$ cat config.mk
export PLATFORM = sky130hd
export DESIGN_NAME = asx_exec
export DESIGN_NICKNAME = d
export VERILOG_FILES = /design/src/asx_pkg.sv /design/src/asx_exec.sv
export VERILOG_INCLUDE_DIRS = /design/src
export SDC_FILE = /design/constraint.sdc
export NUM_CORES = 1
export LEC_CHECK = 0
export CAP_MARGIN = 20
export CORE_ASPECT_RATIO = 1.75
export CORE_MARGIN = 3
export CORE_UTILIZATION = 28
export CTS_CLUSTER_DIAMETER = 80
export DETAILED_ROUTE_END_ITERATION = 10
export DONT_BUFFER_PORTS = 1
export PLACE_DENSITY = 0.52
export SLEW_MARGIN = 20
export SYNTH_ARGS = -nofsm -noshare
export SYNTH_HDL_FRONTEND = slang
export SYNTH_SLANG_ARGS = --single-unit
$ cat constraint.sdc
create_clock -name ref_clk -period 2.9 [get_ports ref_clk]
set_input_delay 0.58 -clock ref_clk [delete_from_list [all_inputs] [get_ports ref_clk]]
set_output_delay 0.58 -clock ref_clk [all_outputs]
set_load 0.02 [all_outputs]
$ cat src/asx_consts.svh
// Constants for the add and shift execute unit
`ifndef ASX_CONSTS_SVH
`define ASX_CONSTS_SVH
`define ASX_LIT_MSB 5
`define ASX_NIB_BIT 4
`define ASX_CARRY_BIT 8
`define ASX_SIGN_BIT 7
`define ASX_DEST_FILE 1'b1
`define ASX_ACC_RESET 8'h00
`define ASX_PTR_RESET 16'h0000
`define ASX_BYTE_ZERO 8'h00
`endif

$ cat src/asx_pkg.sv
// Types for the add and shift execute unit
package asx_pkg;
   typedef enum logic [7:0] {
      ASX_NONE = 8'h01,
      ASX_ADD_PTR = 8'h02,
      ASX_ADD_IMM = 8'h04,
      ASX_ADD_FILE = 8'h08,
      ASX_ADD_FILE_C = 8'h10,
      ASX_AND_IMM = 8'h20,
      ASX_AND_FILE = 8'h40,
      ASX_ASR = 8'h80
   } asx_op_t;
endpackage

$ cat src/asx_exec.sv
// Execute datapath for add, and and arithmetic shift operations
// Function
// - Pointer add: sign-extended 6-bit literal into pointer
// - Pointer sum wraps 16 bits, flags unchanged
// - Add immediate to accumulator, update C, DC, Z
// - Add file to accumulator, routed by destination bit
// - Add file plus carry, routed, update C, DC, Z
// - AND immediate into accumulator, only Z updated
// - AND file, routed by destination, only Z
// - Shift right: bits 7..1 down, bit0 to carry
// - Shift keeps sign bit, updates C Z only
`timescale 1ns/10ps
`include "asx_consts.svh"
module asx_exec (
   input wire logic ref_clk,
   input wire logic resetn,
   input wire asx_pkg::asx_op_t op,
   input wire logic [7:0] imm,
   input wire logic [5:0] ptr_lit,
   input wire logic ptr_sel,
   input wire logic dest_sel,
   input wire logic [7:0] file_rdata,
   output logic [7:0] acc,
   output logic [15:0] indirect_pointer0,
   output logic [15:0] indirect_pointer1,
   output logic carry_flag,
   output logic half_carry_flag,
   output logic zero_flag,
   output logic file_we,
   output logic [7:0] file_wdata
);
   // Adder shared by all three add operations
   function automatic logic [8:0] add8(input logic [7:0] a,
                                       input logic [7:0] b,
                                       input logic ci);
      add8 = {1'b0, a} + {1'b0, b} + {8'h00, ci};
   endfunction

   // Carry out of bit 3 for the half-carry flag
   function automatic logic nib_carry(input logic [7:0] a,
                                      input logic [7:0] b,
                                      input logic ci);
      logic [4:0] s;
      s = {1'b0, a[3:0]} + {1'b0, b[3:0]} + {4'h0, ci};
      nib_carry = s[`ASX_NIB_BIT];
   endfunction

   // Operation decode
   wire is_ptr = (op == asx_pkg::ASX_ADD_PTR);
   wire is_addi = (op == asx_pkg::ASX_ADD_IMM);
   wire is_addf = (op == asx_pkg::ASX_ADD_FILE);
   wire is_addc = (op == asx_pkg::ASX_ADD_FILE_C);
   wire is_andi = (op == asx_pkg::ASX_AND_IMM);
   wire is_andf = (op == asx_pkg::ASX_AND_FILE);
   wire is_asr = (op == asx_pkg::ASX_ASR);
   wire is_add = is_addi | is_addf | is_addc;
   wire is_routed = is_addf | is_addc | is_andf | is_asr;

   // Operand selection; immediate forms take the literal
   wire [7:0] opnd_b = (is_addi | is_andi) ? imm : file_rdata;
   wire add_ci = is_addc & carry_flag;
   wire [8:0] add_sum = add8(acc, opnd_b, add_ci);
   wire add_dc = nib_carry(acc, opnd_b, add_ci);
   wire [7:0] and_res = acc & opnd_b;
   wire [7:0] asr_res = {file_rdata[`ASX_SIGN_BIT],
                         file_rdata[7:1]};

   // Result select and zero detect
   wire [7:0] result = is_add ? add_sum[7:0] :
                       is_asr ? asr_res : and_res;
   wire res_zero = (result == `ASX_BYTE_ZERO);
   wire to_file = is_routed & (dest_sel == `ASX_DEST_FILE);
   wire writes_acc = (is_add | is_andi | is_andf | is_asr) & ~to_file;

   // Pointer arithmetic truncates to 16 bits, so it wraps by itself
   wire [15:0] ptr_cur = ptr_sel ? indirect_pointer1 : indirect_pointer0;
   wire [15:0] lit_ext = {{10{ptr_lit[`ASX_LIT_MSB]}}, ptr_lit};
   wire [15:0] ptr_sum = ptr_cur + lit_ext;

   // File write-back is a one-cycle strobe with registered data
   always_ff @(posedge ref_clk or negedge resetn)
   begin
      if (!resetn)
      begin
         file_we <= 1'b0;
         file_wdata <= `ASX_BYTE_ZERO;
      end
      else
      begin
         file_we <= to_file;
         file_wdata <= result;
      end
   end

   // Accumulator and pointers
   always_ff @(posedge ref_clk or negedge resetn)
   begin
      if (!resetn)
      begin
         acc <= `ASX_ACC_RESET;
         indirect_pointer0 <= `ASX_PTR_RESET;
         indirect_pointer1 <= `ASX_PTR_RESET;
      end
      else
      begin
         if (writes_acc)
            acc <= result;
         if (is_ptr && !ptr_sel)
            indirect_pointer0 <= ptr_sum;
         if (is_ptr && ptr_sel)
            indirect_pointer1 <= ptr_sum;
      end
   end

   // Flags; pointer add touches none of them
   always_ff @(posedge ref_clk or negedge resetn)
   begin
      if (!resetn)
      begin
         carry_flag <= 1'b0;
         half_carry_flag <= 1'b0;
         zero_flag <= 1'b0;
      end
      else
      begin
         if (is_add)
            carry_flag <= add_sum[`ASX_CARRY_BIT];
         else if (is_asr)
            carry_flag <= file_rdata[0];
         if (is_add)
            half_carry_flag <= add_dc;
         if (is_add | is_andi | is_andf | is_asr)
            zero_flag <= res_zero;
      end
   end

   // Checks beside the datapath
   property p_ptr_wrap;
      @(posedge ref_clk) disable iff (!resetn)
      (is_ptr && !ptr_sel) |=> indirect_pointer0 ==
         $past(indirect_pointer0) +
         {{10{$past(ptr_lit[`ASX_LIT_MSB])}}, $past(ptr_lit)};
   endproperty
   a_ptr_wrap: assert property (p_ptr_wrap)
      else $error("pointer 0 sum wrong");

   property p_ptr_flags;
      @(posedge ref_clk) disable iff (!resetn)
      is_ptr |=> $stable(carry_flag) && $stable(zero_flag)
         && $stable(half_carry_flag);
   endproperty
   a_ptr_flags: assert property (p_ptr_flags)
      else $error("pointer add changed a flag");

   property p_addi;
      @(posedge ref_clk) disable iff (!resetn)
      is_addi |=> {carry_flag, acc} ==
         {1'b0, $past(acc)} + {1'b0, $past(imm)};
   endproperty
   a_addi: assert property (p_addi)
      else $error("add immediate result wrong");

   property p_addf_route;
      @(posedge ref_clk) disable iff (!resetn)
      (is_addf && dest_sel) |=> file_we && $stable(acc) &&
         file_wdata == $past(acc) + $past(file_rdata);
   endproperty
   a_addf_route: assert property (p_addf_route)
      else $error("add file not routed to file");

   property p_addc;
      @(posedge ref_clk) disable iff (!resetn)
      (is_addc && !dest_sel) |=> {carry_flag, acc} ==
         {1'b0, $past(acc)} + {1'b0, $past(file_rdata)}
         + {8'h00, $past(carry_flag)};
   endproperty
   a_addc: assert property (p_addc)
      else $error("add with carry wrong");

   property p_andi;
      @(posedge ref_clk) disable iff (!resetn)
      is_andi |=> acc == ($past(acc) & $past(imm)) &&
         $stable(carry_flag) && !file_we;
   endproperty
   a_andi: assert property (p_andi)
      else $error("and immediate wrong");

   property p_andf;
      @(posedge ref_clk) disable iff (!resetn)
      (is_andf && dest_sel) |=> file_we && $stable(half_carry_flag)
         && zero_flag == (file_wdata == `ASX_BYTE_ZERO);
   endproperty
   a_andf: assert property (p_andf)
      else $error("and file wrong");

   property p_asr;
      @(posedge ref_clk) disable iff (!resetn)
      (is_asr && !dest_sel) |=> acc == {$past(file_rdata[7]),
         $past(file_rdata[7:1])} && carry_flag == $past(file_rdata[0])
         && $stable(half_carry_flag);
   endproperty
   a_asr: assert property (p_asr)
      else $error("shift result wrong");

   property p_ptr1_wrap;
      @(posedge ref_clk) disable iff (!resetn)
      (is_ptr && ptr_sel) |=> $stable(indirect_pointer0) &&
         indirect_pointer1 == $past(indirect_pointer1) +
         {{10{$past(ptr_lit[`ASX_LIT_MSB])}}, $past(ptr_lit)};
   endproperty
   a_ptr1_wrap: assert property (p_ptr1_wrap)
      else $error("pointer 1 sum wrong");

   // Half carry seen as a wrap of the low nibble, not through the adder
   property p_addi_flags;
      @(posedge ref_clk) disable iff (!resetn)
      is_addi |=> zero_flag == (acc == `ASX_BYTE_ZERO) &&
         half_carry_flag == (acc[3:0] < $past(acc[3:0]));
   endproperty
   a_addi_flags: assert property (p_addi_flags)
      else $error("add immediate flags wrong");

   property p_andf_acc;
      @(posedge ref_clk) disable iff (!resetn)
      (is_andf && !dest_sel) |=> !file_we && $stable(carry_flag) &&
         acc == ($past(acc) & $past(file_rdata));
   endproperty
   a_andf_acc: assert property (p_andf_acc)
      else $error("and file to accumulator wrong");

   property p_asr_file;
      @(posedge ref_clk) disable iff (!resetn)
      (is_asr && dest_sel) |=> file_we && $stable(acc) &&
         file_wdata == {$past(file_rdata[`ASX_SIGN_BIT]),
         $past(file_rdata[7:1])};
   endproperty
   a_asr_file: assert property (p_asr_file)
      else $error("shift not routed to file");
endmodule

==> results by group <==
Die
  – Die W: ~93 um
  – Initial Util: roughly 29%
  – Core footprint: 12900 um2
  – IO Count: 86
  – Die area: between 10000 and 15000 um2
  – Die span in y: 158 um
  – Row cnt: 55

Yosys
  – Syn_area_per_cell: 9.95 um2
  – Simple-gate share of the synthesized area: 16.4%
  – Main synth FF type: dfrtp_1
  – Largest family of logic cells by synthesized area: multiplexers
  – Distinct cells, synth: 58
  – XOR/XNOR Fraction of Synth Area: between 3 and 4%
  – Post-synthesis async set-or-reset flop share: 100%
  – Post-Syn Instances: 372
  – Cell Area, Synth: ~3700 um2
  – Syn nets: 432
  – Complex-gate fraction of the synthesized area: 15.0%
  – Register area share after synthesis: about a third
  – Synth warn: 0
  – Post-synth EDFFs: 0
  – Adder-Cell Fraction of Synth Area: roughly a tenth
  – Post-synthesis mux area share: 16.9%
  – #FFs+latches synth: 52

Clock network
  – Num CTS Buffers: 5
  – Clock root buffer master: clkbuf_16
  – CTS clk-pin slew, worst paths: about 0.070 ns
  – Clk sinks: 52
  – Clock Latency Late Sink: 0.29 ns
  – H-tree levels: 2
  – CTS Buffer Depth: 2
  – CTS tree: built

Finish
  – Register area: about 1300 um2
  – Fin area: ~4500 um2
  – Layout area overhead: 20.5%
  – Ant. Diodes: 0
  – Nets: around 470
  – Finished Layout Cells: 578
  – Multi-input logic area: around 2400 um2
  – Fraction of layout cells with a size suffix above 1: ~29%
  – Fillers: roughly 1400

STA
  – Slew @ Worst Pin: ~0.58 ns
  – Slew Limit Fails: 0
  – Final setup violating endpoints: 1
  – Final period utilization: 101%
  – RSZ-0062 raised after global routing: yes
  – Fin. Hold Viols: 0
  – Skew final: roughly 0.011 ns
  – Fmax: about 340 MHz
  – Final WS setup: -0.0220 ns
  – Min cycle time layout: between 2 and 3 ns
  – Slew headroom: 61.2%

Power and ir drop
  – Logic pwr share: around 17%
  – Power Total: between 1.5 and 2 mW
  – Lkg Pwr: between 2 and 2.5 nW
  – Peak supply drop: 0.234 mV
  – Clock share of power: between 40% and 50%
  – Flop pwr share: around 43%
  – Sw Ratio: a little over a quarter
  – Power density cells: around 430 nW/um2
  – Sw Pwr: a little over 0.5 mW
  – Pint: approximately 1.4 mW

Setup path
  – R2R cell count: 11
  – R2r endpoint: zero_flag$_DFFE_PN0N_
  – Reg2reg start: carry_flag$_DFFE_PN0P_
  – Nature of the critical path endpoint: flip-flop
  – Worst R2R Setup Slack: approximately 0.2 ns
  – Critical path arrival: around 3.1 ns
  – Worst Path Required: 3.10 ns
  – Setup CP Type: in2reg
  – Crit path from: op[1]
  – Startpoint Class: primary input
  – Crit Path Max Fanout: 4

Status
  – Status: complete, but fails checks
  – Violations in the final reports: negative setup slack

Hold path
  – Hold WC Path Type: in2async

Route
  – DRC Markers: 0
  – WL/cell: between 15 and 20 um
  – Routed vias/inst: 5.17
  – Detailed Route Iter0 Violations: 55
  – Via Count: between 2000 and 3000
  – Final WL: just over 10000 um
  – ANT nets after route: 0
  – Pre-Repair DR Iteration Count: 4

Placement
  – Placed instance area: roughly 4200 um2
  – Placer Congestion: 0.820
  – Inst Count DP: about 570
  – Final HPWL DP: approximately 8000 um
  – Input/output buffers: 0

Global route
  – Gr usage total: between 10% and 20%
  – Largest net degree at the start of global routing: 53
  – Initial antenna violation count: 0
  – Vias in the first global route: about 3300
  – First-pass GRT wire length: 16400 um
  – Total gr overflow: 0

Run
  – Max-Cap Viols: 0
-- synth_stat cells, types with 5 or more instances --
cell type | instances | area share [%]
o31ai_1 | 9 | 1.8
o21ai_0 | 12 | 1.6
a21oi_1 | 15 | 2.0
xnor2_1 | 10 | 2.4
nor2_1 | 16 | 1.6
nand3_1 | 12 | 1.6
a21o_1 | 5 | 1.0
nand2b_1 | 5 | 0.85
mux2_2 | 44 | 13
mux2i_1 | 13 | 3.5
xor2_1 | 6 | 1.4
nand2_1 | 39 | 4.0
dfrtp_1 | 52 | 35
nor3_1 | 7 | 0.95
ha_1 | 23 | 7.8
inv_1 | 15 | 1.5
clkbuf_1 | 8 | 0.81
-- flip-flops by register name, indices dropped and copies added (netlist names) --
signal             cells
indirect_pointer0     16
indirect_pointer1     16
acc                    8
file_wdata             8
carry_flag             1
file_we                1
half_carry_flag        1
zero_flag              1
-- power by group through the flow --
stage / registers [mW] / clock network [mW] / logic [mW]
floorplan: 0.842 / 0 / 0.223
global placement: 0.839 / 0 / 0.296
detailed placement: 0.840 / 0 / 0.299
CTS: 0.826 / 0.796 / 0.324
global route: 0.830 / 0.822 / 0.362
finish: 0.824 / 0.761 / 0.320
-- per-layer routing --
metal	track usage, %	wire, um	share of wire [%]
met4	5.87	348	3.4
met5	0	0	0
met3	3.95	668	6.6
met1	13.2	3470	34
met2	28.4	5700	56
-- cells by family (layout without fill, tap and decap cells) --
kind of cell	count (synthesis)	count (layout)
AND/OR/NAND/NOR	114	114
AO/OA/AOI/OAI	78	78
multiplexers	57	57
flip-flops	52	52
buffers and inverters	29	64
adder cells (fa/ha/maj)	26	26
XOR/XNOR	16	16
-- cell type report --
type                    instances  share of cell area (%)
repair buffers                 42                    7.52
well taps                     171                    4.80
flip-flops and latches         52                    29.2
clock inverters                 2                    1.35
multi-input cells             291                    53.1
clock buffers                   5                    2.81
inverters                      15                    1.26
-- stage by stage --
stage                     TNS, ns  setup WS [ns]  hold WS [ns]  util, %
after floorplan            -0.772         -0.358         0.284        -
after global placement      -1.86         -0.341         0.286     32.6
after CTS                       0       0.000405         0.155     34.4
after global routing       -0.148        -0.0931         0.153     34.5
final                     -0.0220        -0.0220         0.151     34.5
after detailed placement    -2.09         -0.403         0.286     32.6
-- worst max-delay path, cell delays in order --
cell and delay (ns):
nor4_4 0.30, nand3_2 0.16, mux2_4 0.23, inv_2 0.03, fa_2 0.35, fa_2 0.35
nand2b_4 0.17, a21oi_4 0.16, xnor2_1 0.13, mux2i_1 0.11, a2111o_1 0.31, o31ai_2 0.23
-- worst max path at each step --
stage / end / slack (ns) / cells after the start
2_1_floorplan: zero_flag$_DFFE_PN0N_ / -0.36 / 13
3_3_place_gp: zero_flag$_DFFE_PN0N_ / -0.34 / 11
3_5_place_dp: zero_flag$_DFFE_PN0N_ / -0.40 / 11
4_1_cts: zero_flag$_DFFE_PN0N_ / 0.0004 / 12
5_1_grt: zero_flag$_DFFE_PN0N_ / -0.09 / 12
6_report: zero_flag$_DFFE_PN0N_ / -0.02 / 12
-- what timing repair did --
action	in CTS	in global routing
hold buffers	1	0
gates resized for setup	3	1
setup endpoints to repair	1	2
pin swaps	2	1
setup buffers	1	0
hold endpoints to repair	52	0
-- placed cells by master, fill, tap and decap left out, types with 5 or more instances in the layout --
cell and count:
ha_1 21, inv_1 13, a21oi_1 13, clkbuf_16 5
nand2_1 39, buf_4 41, dfrtp_1 52, o21ai_0 11
nor3_1 7, xnor2_1 10, nor2_1 16, nand3_1 11
xor2_1 6, o31ai_1 8, mux2_2 43, a21o_1 5
mux2i_1 13
Power figures use the tool's default switching activity.
